$ cat src/amf_pkg.sv
package amf_pkg;

  // ---------------------------------------------------------------
  // Register map (printed offsets are word indexes)
  // ---------------------------------------------------------------
  localparam logic [3:0]  IDX_OPMODE   = 4'h6;
  localparam logic [3:0]  IDX_FILTER   = 4'h7;
  localparam logic [11:0] ADDR_OPMODE  = {6'h00, IDX_OPMODE, 2'b00};
  localparam logic [11:0] ADDR_FILTER  = {6'h00, IDX_FILTER, 2'b00};
  localparam logic [11:0] ADDR_STATUS  = 12'h040;

  localparam logic [7:0]  OPMODE_RST   = 8'h00;
  localparam logic [7:0]  FILTER_RST   = 8'h00;
  localparam logic [7:0]  OPMODE_WMASK = 8'hbf;
  localparam logic [7:0]  FILTER_WMASK = 8'hff;

  localparam int BIT_EXT   = 7;
  localparam int BIT_SDO   = 5;
  localparam int BIT_STM   = 3;
  localparam int BIT_SPEED = 2;
  localparam int BIT_STBY  = 1;
  localparam int BIT_POWER_DOWN_REQUEST  = 0;
  localparam int BIT_DLY   = 5;

  // Delay code to modulator periods; value arbitrary pending full mapping
  localparam logic [7:0] DLY_STEP = 8'h04;

  // Modulator clock enables from 40 MHz: high speed 1/2, low speed 1/16
  localparam logic [3:0] MOD_DIV_HS = 4'h1;
  localparam logic [3:0] MOD_DIV_LS = 4'hf;

  // ---------------------------------------------------------------
  // Types
  // ---------------------------------------------------------------
  typedef enum logic [1:0] {
    START_STARTSTOP = 2'b00,
    START_ONESHOT   = 2'b01,
    START_SYNC      = 2'b10,
    START_RSVD      = 2'b11
  } amf_start_e;

  typedef enum logic [3:0] {
    FAM_WIDEBAND = 4'h1,
    FAM_SINC4    = 4'h2,
    FAM_SINC3    = 4'h4,
    FAM_NONE     = 4'h8
  } amf_fam_e;

  typedef enum logic [4:0] {
    ST_OFF     = 5'b00001,
    ST_IDLE    = 5'b00010,
    ST_STANDBY = 5'b00100,
    ST_DELAY   = 5'b01000,
    ST_CONV    = 5'b10000
  } amf_state_e;

  typedef struct packed {
    logic        psel;
    logic        penable;
    logic        pwrite;
    logic [11:0] paddr;
    logic [31:0] pwdata;
  } amf_apb_req_s;

  typedef struct packed {
    logic        pready;
    logic        pslverr;
    logic [31:0] prdata;
  } amf_apb_rsp_s;

  typedef struct packed {
    amf_fam_e    family;
    logic [15:0] osr1;
    logic        sinc1_on;
    logic [9:0]  osr2;
  } amf_filt_s;

endpackage

$ cat src/amf_filt_dec.sv
`timescale 1ns/1ps
module amf_filt_dec (
  input  wire logic [4:0]         i_code,
  output amf_pkg::amf_filt_s      o_filt
);
  import amf_pkg::*;

  always_comb begin
    o_filt = '{FAM_NONE, 16'h0000, 1'b0, 10'h000};
    if (i_code <= 5'h07) begin
      o_filt.family = FAM_WIDEBAND; // RULE11
      o_filt.osr1   = 16'h0020 << i_code[2:0];
    end else if (i_code <= 5'h0a) begin
      o_filt.family = FAM_SINC4; // RULE12
      case (i_code[1:0])
        2'b00:   o_filt.osr1 = 16'h000c;
        2'b01:   o_filt.osr1 = 16'h0010;
        default: o_filt.osr1 = 16'h0018;
      endcase
    end else if (i_code <= 5'h12) begin
      o_filt.family = FAM_SINC4; // RULE14
      o_filt.osr1   = 16'h0020 << 3'(i_code - 5'h0b);
    end else if (i_code <= 5'h1b) begin
      o_filt.family   = FAM_SINC4; // RULE15
      o_filt.osr1     = 16'h0020;
      o_filt.sinc1_on = 1'b1;
      case (i_code)
        5'h13:   o_filt.osr2 = 10'h002;
        5'h14:   o_filt.osr2 = 10'h004;
        5'h15:   o_filt.osr2 = 10'h00a;
        5'h16:   o_filt.osr2 = 10'h014;
        5'h17:   o_filt.osr2 = 10'h028;
        5'h18:   o_filt.osr2 = 10'h064;
        5'h19:   o_filt.osr2 = 10'h0c8;
        5'h1a:   o_filt.osr2 = 10'h190;
        default: o_filt.osr2 = 10'h3e8;
      endcase
    end else begin
      o_filt.family = FAM_SINC3; // RULE16
      o_filt.osr1   = (i_code == 5'h1c) ? 16'h682b : 16'h7d00;
      if (i_code[1]) begin
        o_filt.sinc1_on = 1'b1;
        o_filt.osr2     = i_code[0] ? 10'h005 : 10'h003;
      end
    end
  end

endmodule

$ cat src/amf_core.sv
`timescale 1ns/1ps
// Notes on behaviour
// RULE1: range-extension bit set widens input range by 25 percent; resets to zero.
// RULE2: output-pin function bit: 0 data only, 1 data plus data-ready.
// RULE3: host sets data-only pin function before running a daisy chain.
// RULE4: start-pin field: 00 start/stop, 01 one-shot, 10 synchronized, 11 reserved.
// RULE5: speed bit 0 selects 25.6 MHz high speed, 1 selects 3.2 MHz low speed; here the enable is system clock / 2 and / 16.
// RULE6: standby-select set enters standby automatically once conversions stop.
// RULE7: standby-select clear keeps device fully powered idle after conversions stop.
// RULE8: automatic standby is left as soon as conversions restart.
// RULE9: power-down powers all but serial interface and regulator; registers kept.
// RULE10: filter field bits 4:0 select family and oversampling ratio.
// RULE11: codes 00000 to 00111 give wideband, ratios 32 to 4096.
// RULE12: codes 01000 to 01010 give sinc4 ratios 12, 16, 24.
// RULE13: filter field resets to 00000, wideband ratio 32.
// RULE14: codes 01011 to 10010 give sinc4 ratios 32 to 4096.
// RULE15: codes 10011 to 11011 give sinc4 32 plus sinc1 2 to 1000.
// RULE16: codes 11100 to 11111 give sinc3 and sinc3 plus sinc1 settings.
// RULE17: bits 7:5 delay first conversion by modulator clock periods.
// RULE18: reserved bits read zero, ignore writes; reserved start code undefined.
module amf_core (
  input  wire logic                 I_CLK_SYS,
  input  wire logic                 I_SYS_RST,
  input  wire amf_pkg::amf_apb_req_s I_APB,
  output amf_pkg::amf_apb_rsp_s     O_APB,
  input  wire logic                 I_CONV_RUN,
  input  wire logic                 I_CONV_DONE,
  output logic                      O_RANGE_EXTEND,
  output logic                      O_PIN_DUAL_MODE,
  output amf_pkg::amf_start_e       O_START_MODE,
  output logic                      O_LOW_SPEED,
  output logic                      O_MOD_CLK_EN,
  output logic                      O_ANALOG_ON,
  output logic                      O_STANDBY,
  output logic                      O_CONV_ENABLE,
  output amf_pkg::amf_filt_s        O_FILTER
);
  import amf_pkg::*;

  // ---------------------------------------------------------------
  // Pin synchronisers and register state
  // ---------------------------------------------------------------
  logic [1:0] run_sync_q;
  logic [1:0] done_sync_q;
  logic       run_q;
  logic       done_q;
  logic       run_d1_q;
  logic [7:0] opmode_q;
  logic [7:0] filter_q;
  logic [3:0] div_q;
  logic       mod_tick_q;
  logic [7:0] dly_cnt_q;
  amf_state_e state_q;
  amf_state_e state_d;
  amf_filt_s  filt_dec;
  logic       wr_en;
  logic       rd_en;
  logic       addr_ok;

  function automatic logic [7:0] delay_periods(input logic [2:0] code);
    delay_periods = 8'(code * DLY_STEP);
  endfunction

  always_ff @(posedge I_CLK_SYS) begin
    if (I_SYS_RST) begin
      run_sync_q  <= 2'b00;
      done_sync_q <= 2'b00;
    end else begin
      run_sync_q  <= {run_sync_q[0], I_CONV_RUN};
      done_sync_q <= {done_sync_q[0], I_CONV_DONE};
    end
  end

  assign run_q  = run_sync_q[1];
  assign done_q = done_sync_q[1];

  // ---------------------------------------------------------------
  // APB slave: zero wait states, error on unmapped address
  // ---------------------------------------------------------------
  assign addr_ok = (I_APB.paddr == ADDR_OPMODE) || (I_APB.paddr == ADDR_FILTER) ||
                   (I_APB.paddr == ADDR_STATUS);
  assign wr_en   = I_APB.psel && I_APB.penable && I_APB.pwrite;
  assign rd_en   = I_APB.psel && !I_APB.penable && !I_APB.pwrite;

  always_ff @(posedge I_CLK_SYS) begin
    if (I_SYS_RST) begin
      opmode_q <= OPMODE_RST; // RULE1
      filter_q <= FILTER_RST; // RULE13
    end else if (wr_en) begin
      // Reserved bit 6 is masked so it can never be set
      if (I_APB.paddr == ADDR_OPMODE)
        opmode_q <= I_APB.pwdata[7:0] & OPMODE_WMASK; // RULE18
      if (I_APB.paddr == ADDR_FILTER)
        filter_q <= I_APB.pwdata[7:0] & FILTER_WMASK; // RULE10
    end
  end

  // Read data staged in the setup cycle so prdata comes from a flop
  always_ff @(posedge I_CLK_SYS) begin
    if (I_SYS_RST) begin
      O_APB <= '{1'b0, 1'b0, 32'h0000_0000};
    end else begin
      O_APB.pready  <= I_APB.psel && !I_APB.penable;
      O_APB.pslverr <= I_APB.psel && !I_APB.penable && !addr_ok;
      if (rd_en) begin
        case (I_APB.paddr)
          ADDR_OPMODE: O_APB.prdata <= {24'h000000, opmode_q}; // RULE18
          ADDR_FILTER: O_APB.prdata <= {24'h000000, filter_q};
          ADDR_STATUS: O_APB.prdata <= {27'h0000000, state_q};
          default:     O_APB.prdata <= 32'h0000_0000;
        endcase
      end
    end
  end

  // ---------------------------------------------------------------
  // Modulator clock enable follows the speed mode
  // ---------------------------------------------------------------
  always_ff @(posedge I_CLK_SYS) begin
    if (I_SYS_RST) begin
      div_q      <= 4'h0;
      mod_tick_q <= 1'b0;
    end else if (opmode_q[BIT_POWER_DOWN_REQUEST]) begin
      div_q      <= 4'h0;
      mod_tick_q <= 1'b0;
    end else begin
      // Exact 25.6/3.2 MHz needs its own source; this keeps the 8:1 ratio
      if (div_q >= (opmode_q[BIT_SPEED] ? MOD_DIV_LS : MOD_DIV_HS)) begin // RULE5
        div_q      <= 4'h0;
        mod_tick_q <= 1'b1;
      end else begin
        div_q      <= div_q + 4'h1;
        mod_tick_q <= 1'b0;
      end
    end
  end

  // ---------------------------------------------------------------
  // Power and conversion state
  // ---------------------------------------------------------------
  always_comb begin
    state_d = state_q;
    case (state_q)
      ST_OFF: begin
        if (!opmode_q[BIT_POWER_DOWN_REQUEST])
          state_d = ST_IDLE;
      end
      ST_IDLE, ST_STANDBY: begin
        if (run_q && !run_d1_q)
          state_d = ST_DELAY; // RULE8
        else if (state_q == ST_IDLE && opmode_q[BIT_STBY])
          state_d = ST_STANDBY; // RULE6
        else if (state_q == ST_STANDBY && !opmode_q[BIT_STBY])
          state_d = ST_IDLE; // RULE7
      end
      ST_DELAY: begin
        if (!run_q)
          state_d = opmode_q[BIT_STBY] ? ST_STANDBY : ST_IDLE;
        else if (dly_cnt_q == 8'h00)
          state_d = ST_CONV; // RULE17
      end
      ST_CONV: begin
        // Stop takes effect only once the current conversion completes
        if (!run_q && done_q)
          state_d = opmode_q[BIT_STBY] ? ST_STANDBY : ST_IDLE; // RULE6
      end
      default: state_d = ST_IDLE;
    endcase
    if (opmode_q[BIT_POWER_DOWN_REQUEST])
      state_d = ST_OFF; // RULE9
  end

  always_ff @(posedge I_CLK_SYS) begin
    if (I_SYS_RST) begin
      state_q  <= ST_IDLE;
      run_d1_q <= 1'b0;
    end else begin
      state_q  <= state_d;
      run_d1_q <= run_q;
    end
  end

  always_ff @(posedge I_CLK_SYS) begin
    if (I_SYS_RST) begin
      dly_cnt_q <= 8'h00;
    end else if (state_q != ST_DELAY) begin
      dly_cnt_q <= delay_periods(filter_q[7:BIT_DLY]); // RULE17
    end else if (mod_tick_q && dly_cnt_q != 8'h00) begin
      dly_cnt_q <= dly_cnt_q - 8'h01;
    end
  end

  // ---------------------------------------------------------------
  // Field outputs
  // ---------------------------------------------------------------
  amf_filt_dec u_filt_dec (
    .i_code (filter_q[4:0]),
    .o_filt (filt_dec)
  );

  always_ff @(posedge I_CLK_SYS) begin
    if (I_SYS_RST) begin
      O_RANGE_EXTEND  <= 1'b0;
      O_PIN_DUAL_MODE <= 1'b0;
      O_START_MODE    <= START_STARTSTOP;
      O_LOW_SPEED     <= 1'b0;
      O_MOD_CLK_EN    <= 1'b0;
      O_ANALOG_ON     <= 1'b1;
      O_STANDBY       <= 1'b0;
      O_CONV_ENABLE   <= 1'b0;
      O_FILTER        <= '{FAM_WIDEBAND, 16'h0020, 1'b0, 10'h000};
    end else begin
      O_RANGE_EXTEND  <= opmode_q[BIT_EXT]; // RULE1
      O_PIN_DUAL_MODE <= opmode_q[BIT_SDO]; // RULE2
      O_START_MODE    <= amf_start_e'(opmode_q[BIT_STM +: 2]); // RULE4
      O_LOW_SPEED     <= opmode_q[BIT_SPEED]; // RULE5
      O_MOD_CLK_EN    <= mod_tick_q;
      O_ANALOG_ON     <= (state_d != ST_OFF) && (state_d != ST_STANDBY); // RULE9
      O_STANDBY       <= (state_d == ST_STANDBY); // RULE6
      O_CONV_ENABLE   <= (state_d == ST_CONV);
      O_FILTER        <= filt_dec; // RULE10
    end
  end

  // ---------------------------------------------------------------
  // Checks
  // ---------------------------------------------------------------
  chk_power_down_request_forces_off: assert property (@(posedge I_CLK_SYS) disable iff (I_SYS_RST) // RULE9
    opmode_q[BIT_POWER_DOWN_REQUEST] |=> state_q == ST_OFF ##1 !O_ANALOG_ON)
    else $error("power-down did not switch analog off");
  chk_stby_auto_enter: assert property (@(posedge I_CLK_SYS) disable iff (I_SYS_RST) // RULE6
    (state_q == ST_CONV && !run_q && done_q && opmode_q[BIT_STBY] && !opmode_q[BIT_POWER_DOWN_REQUEST])
      |=> ##1 O_STANDBY)
    else $error("standby not entered after stop");
  chk_idle_stays_on: assert property (@(posedge I_CLK_SYS) disable iff (I_SYS_RST) // RULE7
    (!opmode_q[BIT_STBY] && !opmode_q[BIT_POWER_DOWN_REQUEST] && $past(!opmode_q[BIT_STBY])) |-> ##1 O_ANALOG_ON)
    else $error("idle mode powered down");
  chk_stby_exit_run: assert property (@(posedge I_CLK_SYS) disable iff (I_SYS_RST) // RULE8
    (state_q == ST_STANDBY && run_q && !run_d1_q && !opmode_q[BIT_POWER_DOWN_REQUEST]) |=> state_q == ST_DELAY)
    else $error("restart did not leave standby");
  chk_rsvd_bit_zero: assert property (@(posedge I_CLK_SYS) disable iff (I_SYS_RST) // RULE18
    !opmode_q[6] && (O_APB.prdata[31:8] == 24'h000000))
    else $error("reserved bit not zero");
  chk_range_follow: assert property (@(posedge I_CLK_SYS) disable iff (I_SYS_RST) // RULE1
    $rose(opmode_q[BIT_EXT]) |=> O_RANGE_EXTEND)
    else $error("range extension not applied");
  // The tick two cycles on is decided by the mode sampled in between, so that is what qualifies it
  chk_speed_div: assert property (@(posedge I_CLK_SYS) disable iff (I_SYS_RST) // RULE5
    (mod_tick_q && $stable(opmode_q)) ##1 (!opmode_q[BIT_SPEED] && !opmode_q[BIT_POWER_DOWN_REQUEST] && $stable(opmode_q))
      |-> !mod_tick_q ##1 mod_tick_q)
    else $error("high-speed tick rate wrong");
  chk_filter_rst: assert property (@(posedge I_CLK_SYS) // RULE13
    $past(I_SYS_RST) |-> filter_q == 8'h00 && O_FILTER.osr1 == 16'h0020)
    else $error("filter reset value wrong");
  chk_delay_first: assert property (@(posedge I_CLK_SYS) disable iff (I_SYS_RST) // RULE17
    (state_q == ST_DELAY && dly_cnt_q != 8'h00) |=> state_q != ST_CONV)
    else $error("conversion started before delay");
  chk_output_pin_function_select: assert property (@(posedge I_CLK_SYS) disable iff (I_SYS_RST) // RULE2
    $past(opmode_q[BIT_SDO]) == O_PIN_DUAL_MODE)
    else $error("pin function mismatch");

  cov_conv: cover property (@(posedge I_CLK_SYS) state_q == ST_DELAY ##1 state_q == ST_CONV);
  cov_standby: cover property (@(posedge I_CLK_SYS) state_q == ST_STANDBY);
  cov_power_down_request: cover property (@(posedge I_CLK_SYS) state_q == ST_OFF);
  cov_sinc3: cover property (@(posedge I_CLK_SYS) O_FILTER.family == FAM_SINC3);

endmodule

$ cat config.mk
export PLATFORM = sky130hd
export DESIGN_NAME = amf_core
export DESIGN_NICKNAME = d
export VERILOG_FILES = /design/src/amf_pkg.sv /design/src/amf_filt_dec.sv /design/src/amf_core.sv
export SDC_FILE = /design/constraint.sdc
export NUM_CORES = 1
export LEC_CHECK = 0
export BUFFER_PORTS_ARGS = -buffer_cell sky130_fd_sc_hd__buf_2
export CORE_MARGIN = 10
export CORE_UTILIZATION = 52
export DETAILED_ROUTE_END_ITERATION = 7
export PLACE_DENSITY = 0.91
export SLEW_MARGIN = 0
export SYNTH_ARGS = -nofsm -noshare
export SYNTH_HDL_FRONTEND = slang
export SYNTH_SLANG_ARGS = --single-unit
$ cat constraint.sdc
create_clock -name I_CLK_SYS -period 2.5 [get_ports I_CLK_SYS]
set_input_delay 0.125 -clock I_CLK_SYS [delete_from_list [all_inputs] [get_ports I_CLK_SYS]]
set_output_delay 0.125 -clock I_CLK_SYS [all_outputs]
set_load 0.01 [all_outputs]
After elaboration in Yosys (flattened, before gate mapping):

Memories as Yosys holds them, arrays and structs flattened. A register that Yosys moved wholly into a read port is not among the register bits.
Cells that the tools add are included.

* register bits after elaboration: 111
* word-level logic and storage cells: 106
* bits in read-only memories: 288
* memories: 1

* mux-type cells: 24
* $lt $le $gt $ge: 5
* eq/ne operators: 14
* shift-type cells: 2
* add/sub/neg operators: 3
* reduce and logical (&&, ||, !) cells: 31

Memories
* (no name shown): depth 32, width 9, rd ports 1, clocked after Yosys merged registers in 1, wr ports 0, line amf_filt_dec.sv:27 `case (i_code)`

Operator list (count)
* 2-to-1 mux 5 bit: 11
* 2-to-1 mux 18 bit: 2
* left shift 6 x 3 -> 16 bit (first input constant): 2
* 2-to-1 mux 30 bit: 1
* equality test 12 x 5 -> 1 bit (second input constant): 2
* one-hot mux 8 bit (3 select lines): 1
* 2-to-1 mux 16 bit: 1
* equality test 5 bit (second input constant): 3
* one-hot mux 5 bit (3 select lines): 1
* 2-to-1 mux 13 bit: 1
* equality test 12 x 7 -> 1 bit (second input constant): 1
* logical AND 1 bit: 11
* 2-to-1 mux 11 bit: 1
* equality test 5 x 3 -> 1 bit (second input constant): 2
* <= comparator 5 bit (second input constant): 2
* one-hot mux 5 bit (2 select lines): 1
* zero test 8 bit: 1
* nonzero test 8 bit: 1
* OR reduction 2 bit: 4
* subtractor 8 x 1 -> 8 bit (second input constant): 1
* zero test 1 bit: 6
* 2-to-1 mux 3 bit: 2
* equality test 5 x 2 -> 1 bit (second input constant): 1
* equality test 5 x 4 -> 1 bit (second input constant): 1
* 17 further kinds: 19

Longest topological paths before layout:

* word-level depth: 9
* mapped depth: 10
* gate-level depth less buffers: 9

Hierarchy:

A second synthesis with hierarchy kept.

* cell total of the unflattened synthesis: 447
* area total of the unflattened synthesis: 4194.0 um2

By module, submodules not included
* amf_core: sequential area each 1761.7 um2, cells an instance 345, instances 1, area each 3483.3 um2
* amf_filt_dec: sequential area each 0.0 um2, cells an instance 102, instances 1, area each 710.7 um2

Least setup slack after synthesis:

OpenSTA, ideal clock, no wires.

* path type: input to register
* start point: input I_APB[41] in the netlist's numbering
* end point: register (tool-made name)
* path buffers: 1
* setup slack: 0.279 ns
* required time: 2.358 ns
* arrival time: 2.080 ns
* stages on the path: 10
* cell sequence: nor4_1 > nand2_1 > nor3_4 > buf_4 > mux2i_1 > nor2_1 > ha_1 > inv_1 > a21boi_1 > o21ai_0

RTL lines
* start, declared: line amf_core.sv:24 `input wire amf_pkg::amf_apb_req_s I_APB,`

Final worst setup path:

* start point: register dly_cnt_q[0]
* end point: register state_q[1]

* cells in the longest elaborated chain, start to end: 5

RTL lines
* start, declared: line amf_core.sv:52 `logic [7:0] dly_cnt_q;`
* start signal, assigned: line amf_core.sv:187 `dly_cnt_q <= delay_periods(filter_q[7:BIT_DLY]);`
* start signal, assigned: line amf_core.sv:189 `dly_cnt_q <= dly_cnt_q - 8'h01;`
* zero test 8 bit: line amf_core.sv:159 `else if (dly_cnt_q == 8'h00)`
* 2-to-1 mux 5 bit: line amf_core.sv:159
* 2-to-1 mux 5 bit: line amf_core.sv:157 `if (!run_q)`
* one-hot mux 5 bit (3 select lines): line amf_core.sv:143 `case (state_q)`
* 2-to-1 mux 5 bit: line amf_core.sv:169 `if (opmode_q[BIT_POWER_DOWN_REQUEST])`
* end signal, assigned: line amf_core.sv:178 `state_q <= state_d;`
* end, declared: line amf_core.sv:53 `amf_state_e state_q;`

Every way passes these cells.
A chain may end at the register's enable or synchronous reset.

==> results.json <==
{
  "finalCriticalPeriod_ns": 2.18,
  "worstHoldStart": "I_APB[5]",
  "hold_viol_final": 0,
  "p_total_w": 0.00283,
  "synth_top_family_by_area": "simple AND/OR/NAND/NOR gates",
  "clk_latency_ns": 0.37,
  "core_area_sq_um": 7810,
  "synthAdderAreaFrac_pct": 3.57,
  "rr_startpoint": "dly_cnt_q[0]",
  "wire_per_inst_microns": 15.5,
  "yosys.area_share.simple_pct": 23.7,
  "r2r_end": "state_q[1]",
  "final_net_count": 605,
  "max_slew_margin_pct": 51.0,
  "first_global_vias": 3472,
  "synthArstFlopShare_pct": 0,
  "cts.sinks": 92,
  "dpl.hpwl_mm": 7.64,
  "cts_buffer_depth": 2,
  "rows": 32,
  "crit_path_max_fanout": 3,
  "synth-edff-count": 0,
  "power_frac_clock_pct": 38.0,
  "cp_top_family": "simple AND/OR/NAND/NOR gates",
  "synth_top_area_cell": "dfxtp_1",
  "power.leakage_nw": 2.02,
  "critPathSlowestCell": "a2111oi_0",
  "viasPerCell": 5.51,
  "routed-via-count": 3579,
  "arrival_ns": 2.44,
  "ir_worst_vdd_mv": 0.385,
  "setup_viol": 0,
  "synth_most_common_cell": "dfxtp_1",
  "seq_area_frac_synth_pct": 43.8,
  "grt_overflow_total": 0,
  "drc": 0,
  "cp-start-kind": "flip-flop",
  "routed_wl_mm": 10.1,
  "slew_viol_final": 0,
  "fin_crit_sh_pct": 87.3,
  "cp_num_buf_inv": 1,
  "gp_congestion": 0.863,
  "holdPathEnd": "opmode_q[5]",
  "switchingPower_w": 0.000748,
  "power_per_cell_area_nw_per_um2": 589,
  "p_sw_share_pct": 26.4,
  "hold_path_depth": 3,
  "hp-class": "in2reg",
  "max_freq_mhz": 458,
  "diodes": 0,
  "drt_iter0_drc": 231,
  "pin_count": 125,
  "timing.final.ws_setup_ns": 0.318,
  "synth-compound-area-share_pct": 13.0,
  "synthTopCellsByCount": "dfxtp_1 (92), nor2_1 (76), buf_4 (30)",
  "path_clk_slew_ns": 0.10,
  "crit_type": "reg2reg",
  "ff2ff_setup_slack_ns": 0.32,
  "synthMuxAreaShare_pct": 4.68,
  "drtAntennaViolNets": 0,
  "grt_pass1_wl_mm": 16.0,
  "ys_ff_latch": 92,
  "area_growth_pct": 14.2,
  "drtPass1Iterations": 5,
  "synthXorXnorAreaFrac_pct": 2.50,
  "fp.dieW_microns": 110,
  "p_comb_share_pct": 7.9,
  "place_ws_ns": 0.107,
  "synth.area.top_cells": "dfxtp_1 (44%), nor2_1 (6.8%), buf_4 (5.4%)",
  "synthFlopType": "dfxtp_1",
  "port_buffers": 74,
  "seqPwrFrac_pct": 54.1,
  "intPower_w": 0.00208,
  "htreeDepth": 3,
  "grt_usage_pct": 16.2,
  "ys_types": 58,
  "cp.required_ns": 2.76,
  "setup_tns_ns": 0,
  "slowest_delay_ns": 0.42,
  "layout-drive-gt1-share_pct": 20.8,
  "fillers": 673,
  "ff2ff_path_depth": 8,
  "cts_tree": "yes",
  "yosysWarningCount": 0,
  "path_cells": "inv_1, ha_1, nor4b_2, nand2_1, nor3_1, o22ai_1, a2111oi_0, o21bai_1",
  "cts-root-buf": "clkbuf_8",
  "cts_made_buffers": 9,
  "end_kind": "flip-flop",
  "die_h_microns": 110,
  "drv_cap": 0,
  "rsz0062_at_grt": "no",
  "antenna_found_initial": 0,
  "worstMarginPinSlew_ns": 0.729,
  "status": "finished, final reports clean",
  "start_util_pct": 53.8,
  "synth_top_area_share_pct": 43.8,
  "syn_inst": 473,
  "postCtsSetupBuffers": 0,
  "syn_area_per_cell_sq_um": 8.88,
  "die_area_sq_um": 12100,
  "finClkSkew_ns": 0.0128,
  "syn_area_sq_um": 4200,
  "grt_max_degree": 37
}
## layout by cell type (no fill, tap or decap), types with 3 or more instances in the layout
cell,netlist,routed
buf_2,0,74
nor2b_1,12,12
xor2_1,5,5
nor4_1,7,7
and3_1,3,3
dfxtp_1,92,92
a21oi_1,18,18
buf_4,30,8
a22oi_1,9,9
o2bb2ai_1,4,4
mux2i_1,17,17
nand2b_1,10,10
o22ai_1,3,3
a211oi_1,6,6
clkbuf_8,0,9
inv_1,15,15
xnor2_1,7,7
or3_1,4,4
and2_1,8,8
nand3b_1,3,3
nor3b_1,4,4
nor2_1,76,76
a21o_1,5,5
inv_6,0,3
nand2_1,27,27
conb_1,1,26
nand3_1,7,7
ha_1,12,12
o21ai_0,12,12
or2_2,5,5
nor3_1,11,11
## logic make-up after synthesis
logic type / after synthesis
AO/OA/AOI/OAI: 80
flip-flops: 92
multiplexers: 19
AND/OR/NAND/NOR: 191
XOR/XNOR: 12
adder cells (fa/ha/maj): 12
other: 1
buffers and inverters: 66
## worst reg2reg max path, stage by stage, from the launching register on
cell,delay [ns]
dfxtp_1,0.35
inv_1,0.06
ha_1,0.20
nor4b_2,0.39
nand2_1,0.14
nor3_1,0.27
o22ai_1,0.14
a2111oi_0,0.42
o21bai_1,0.09
## worst max path at each step
stage / startpoint / endpoint / depth (start not counted)
floorplan: I_APB[41] / flip-flop / 10
finish: dly_cnt_q[0] / state_q[1] / 8
detailed placement: I_APB[33] / flip-flop / 10
global route: dly_cnt_q[0] / state_q[1] / 8
global placement: I_APB[33] / flip-flop / 8
CTS: dly_cnt_q[0] / state_q[1] / 8
## what timing repair did
| action | CTS | global route |
|---|---|---|
| hold buffers | 2 | 0 |
| resized for setup | 0 | 2 |
| setup endpoints to repair | 0 | 2 |
| hold endpoints to repair | 2 | 0 |
## state kept, by name, summed over array words and instances, names as in the netlist, named ones only
| signal | flops |
|---|---|
| state_q | 5 |
| filter_q | 8 |
| O_APB | 10 |
| O_MOD_CLK_EN | 1 |
| done_sync_q | 2 |
| O_PIN_DUAL_MODE | 1 |
| dly_cnt_q | 8 |
| opmode_q | 7 |
| O_RANGE_EXTEND | 1 |
| O_LOW_SPEED | 1 |
| mod_tick_q | 1 |
| run_d1_q | 1 |
| O_STANDBY | 1 |
| O_FILTER | 26 |
| div_q | 4 |
| run_sync_q | 2 |
| O_CONV_ENABLE | 1 |
| O_START_MODE | 2 |
| O_ANALOG_ON | 1 |
## final cells by class
| type | count | area, sq um | share of cell area, % |
|---|---|---|---|
| clock inverter | 7 | 92.6 | 1.93 |
| timing repair buffer | 84 | 450 | 9.39 |
| multi-input combinational | 340 | 2100 | 43.9 |
| sequential | 92 | 1840 | 38.4 |
| clock buffer | 9 | 124 | 2.58 |
| tap | 102 | 128 | 2.66 |
| inverter | 15 | 56.3 | 1.17 |
## stage by stage
step	instances	util [%]	instance area, sq um	hold slack (ns)
after detailed placement	631	58.3	4550	0.339
after floorplan	498	-	4290	0.253
after global routing	649	61.4	4800	0.0318
after CTS	649	61.3	4780	0.0134
final	649	61.4	4800	0.0224
after global placement	631	58.3	4550	0.337
## power groups by stage
stage          combinational [W]  clock [W]  sequential [W]
4_1_cts                 0.000219    0.00109         0.00153
3_5_place_dp            0.000210          0         0.00156
6_report                0.000224    0.00107         0.00153
2_1_floorplan           0.000177          0         0.00155
3_3_place_gp            0.000195          0         0.00156
5_1_grt                 0.000250    0.00114         0.00153
## layer usage
metal  global-route usage, %  vias to the layer above  part of all wire (%)
li1                        -                     1720                     -
met1                    18.7                     1652                    41
met2                    27.7                      180                    48
met3                    4.04                       27                   8.7
met4                    7.34                        0                   2.6
met5                       0                        -                     0
Note: power is estimated with default switching activity, not from simulation.
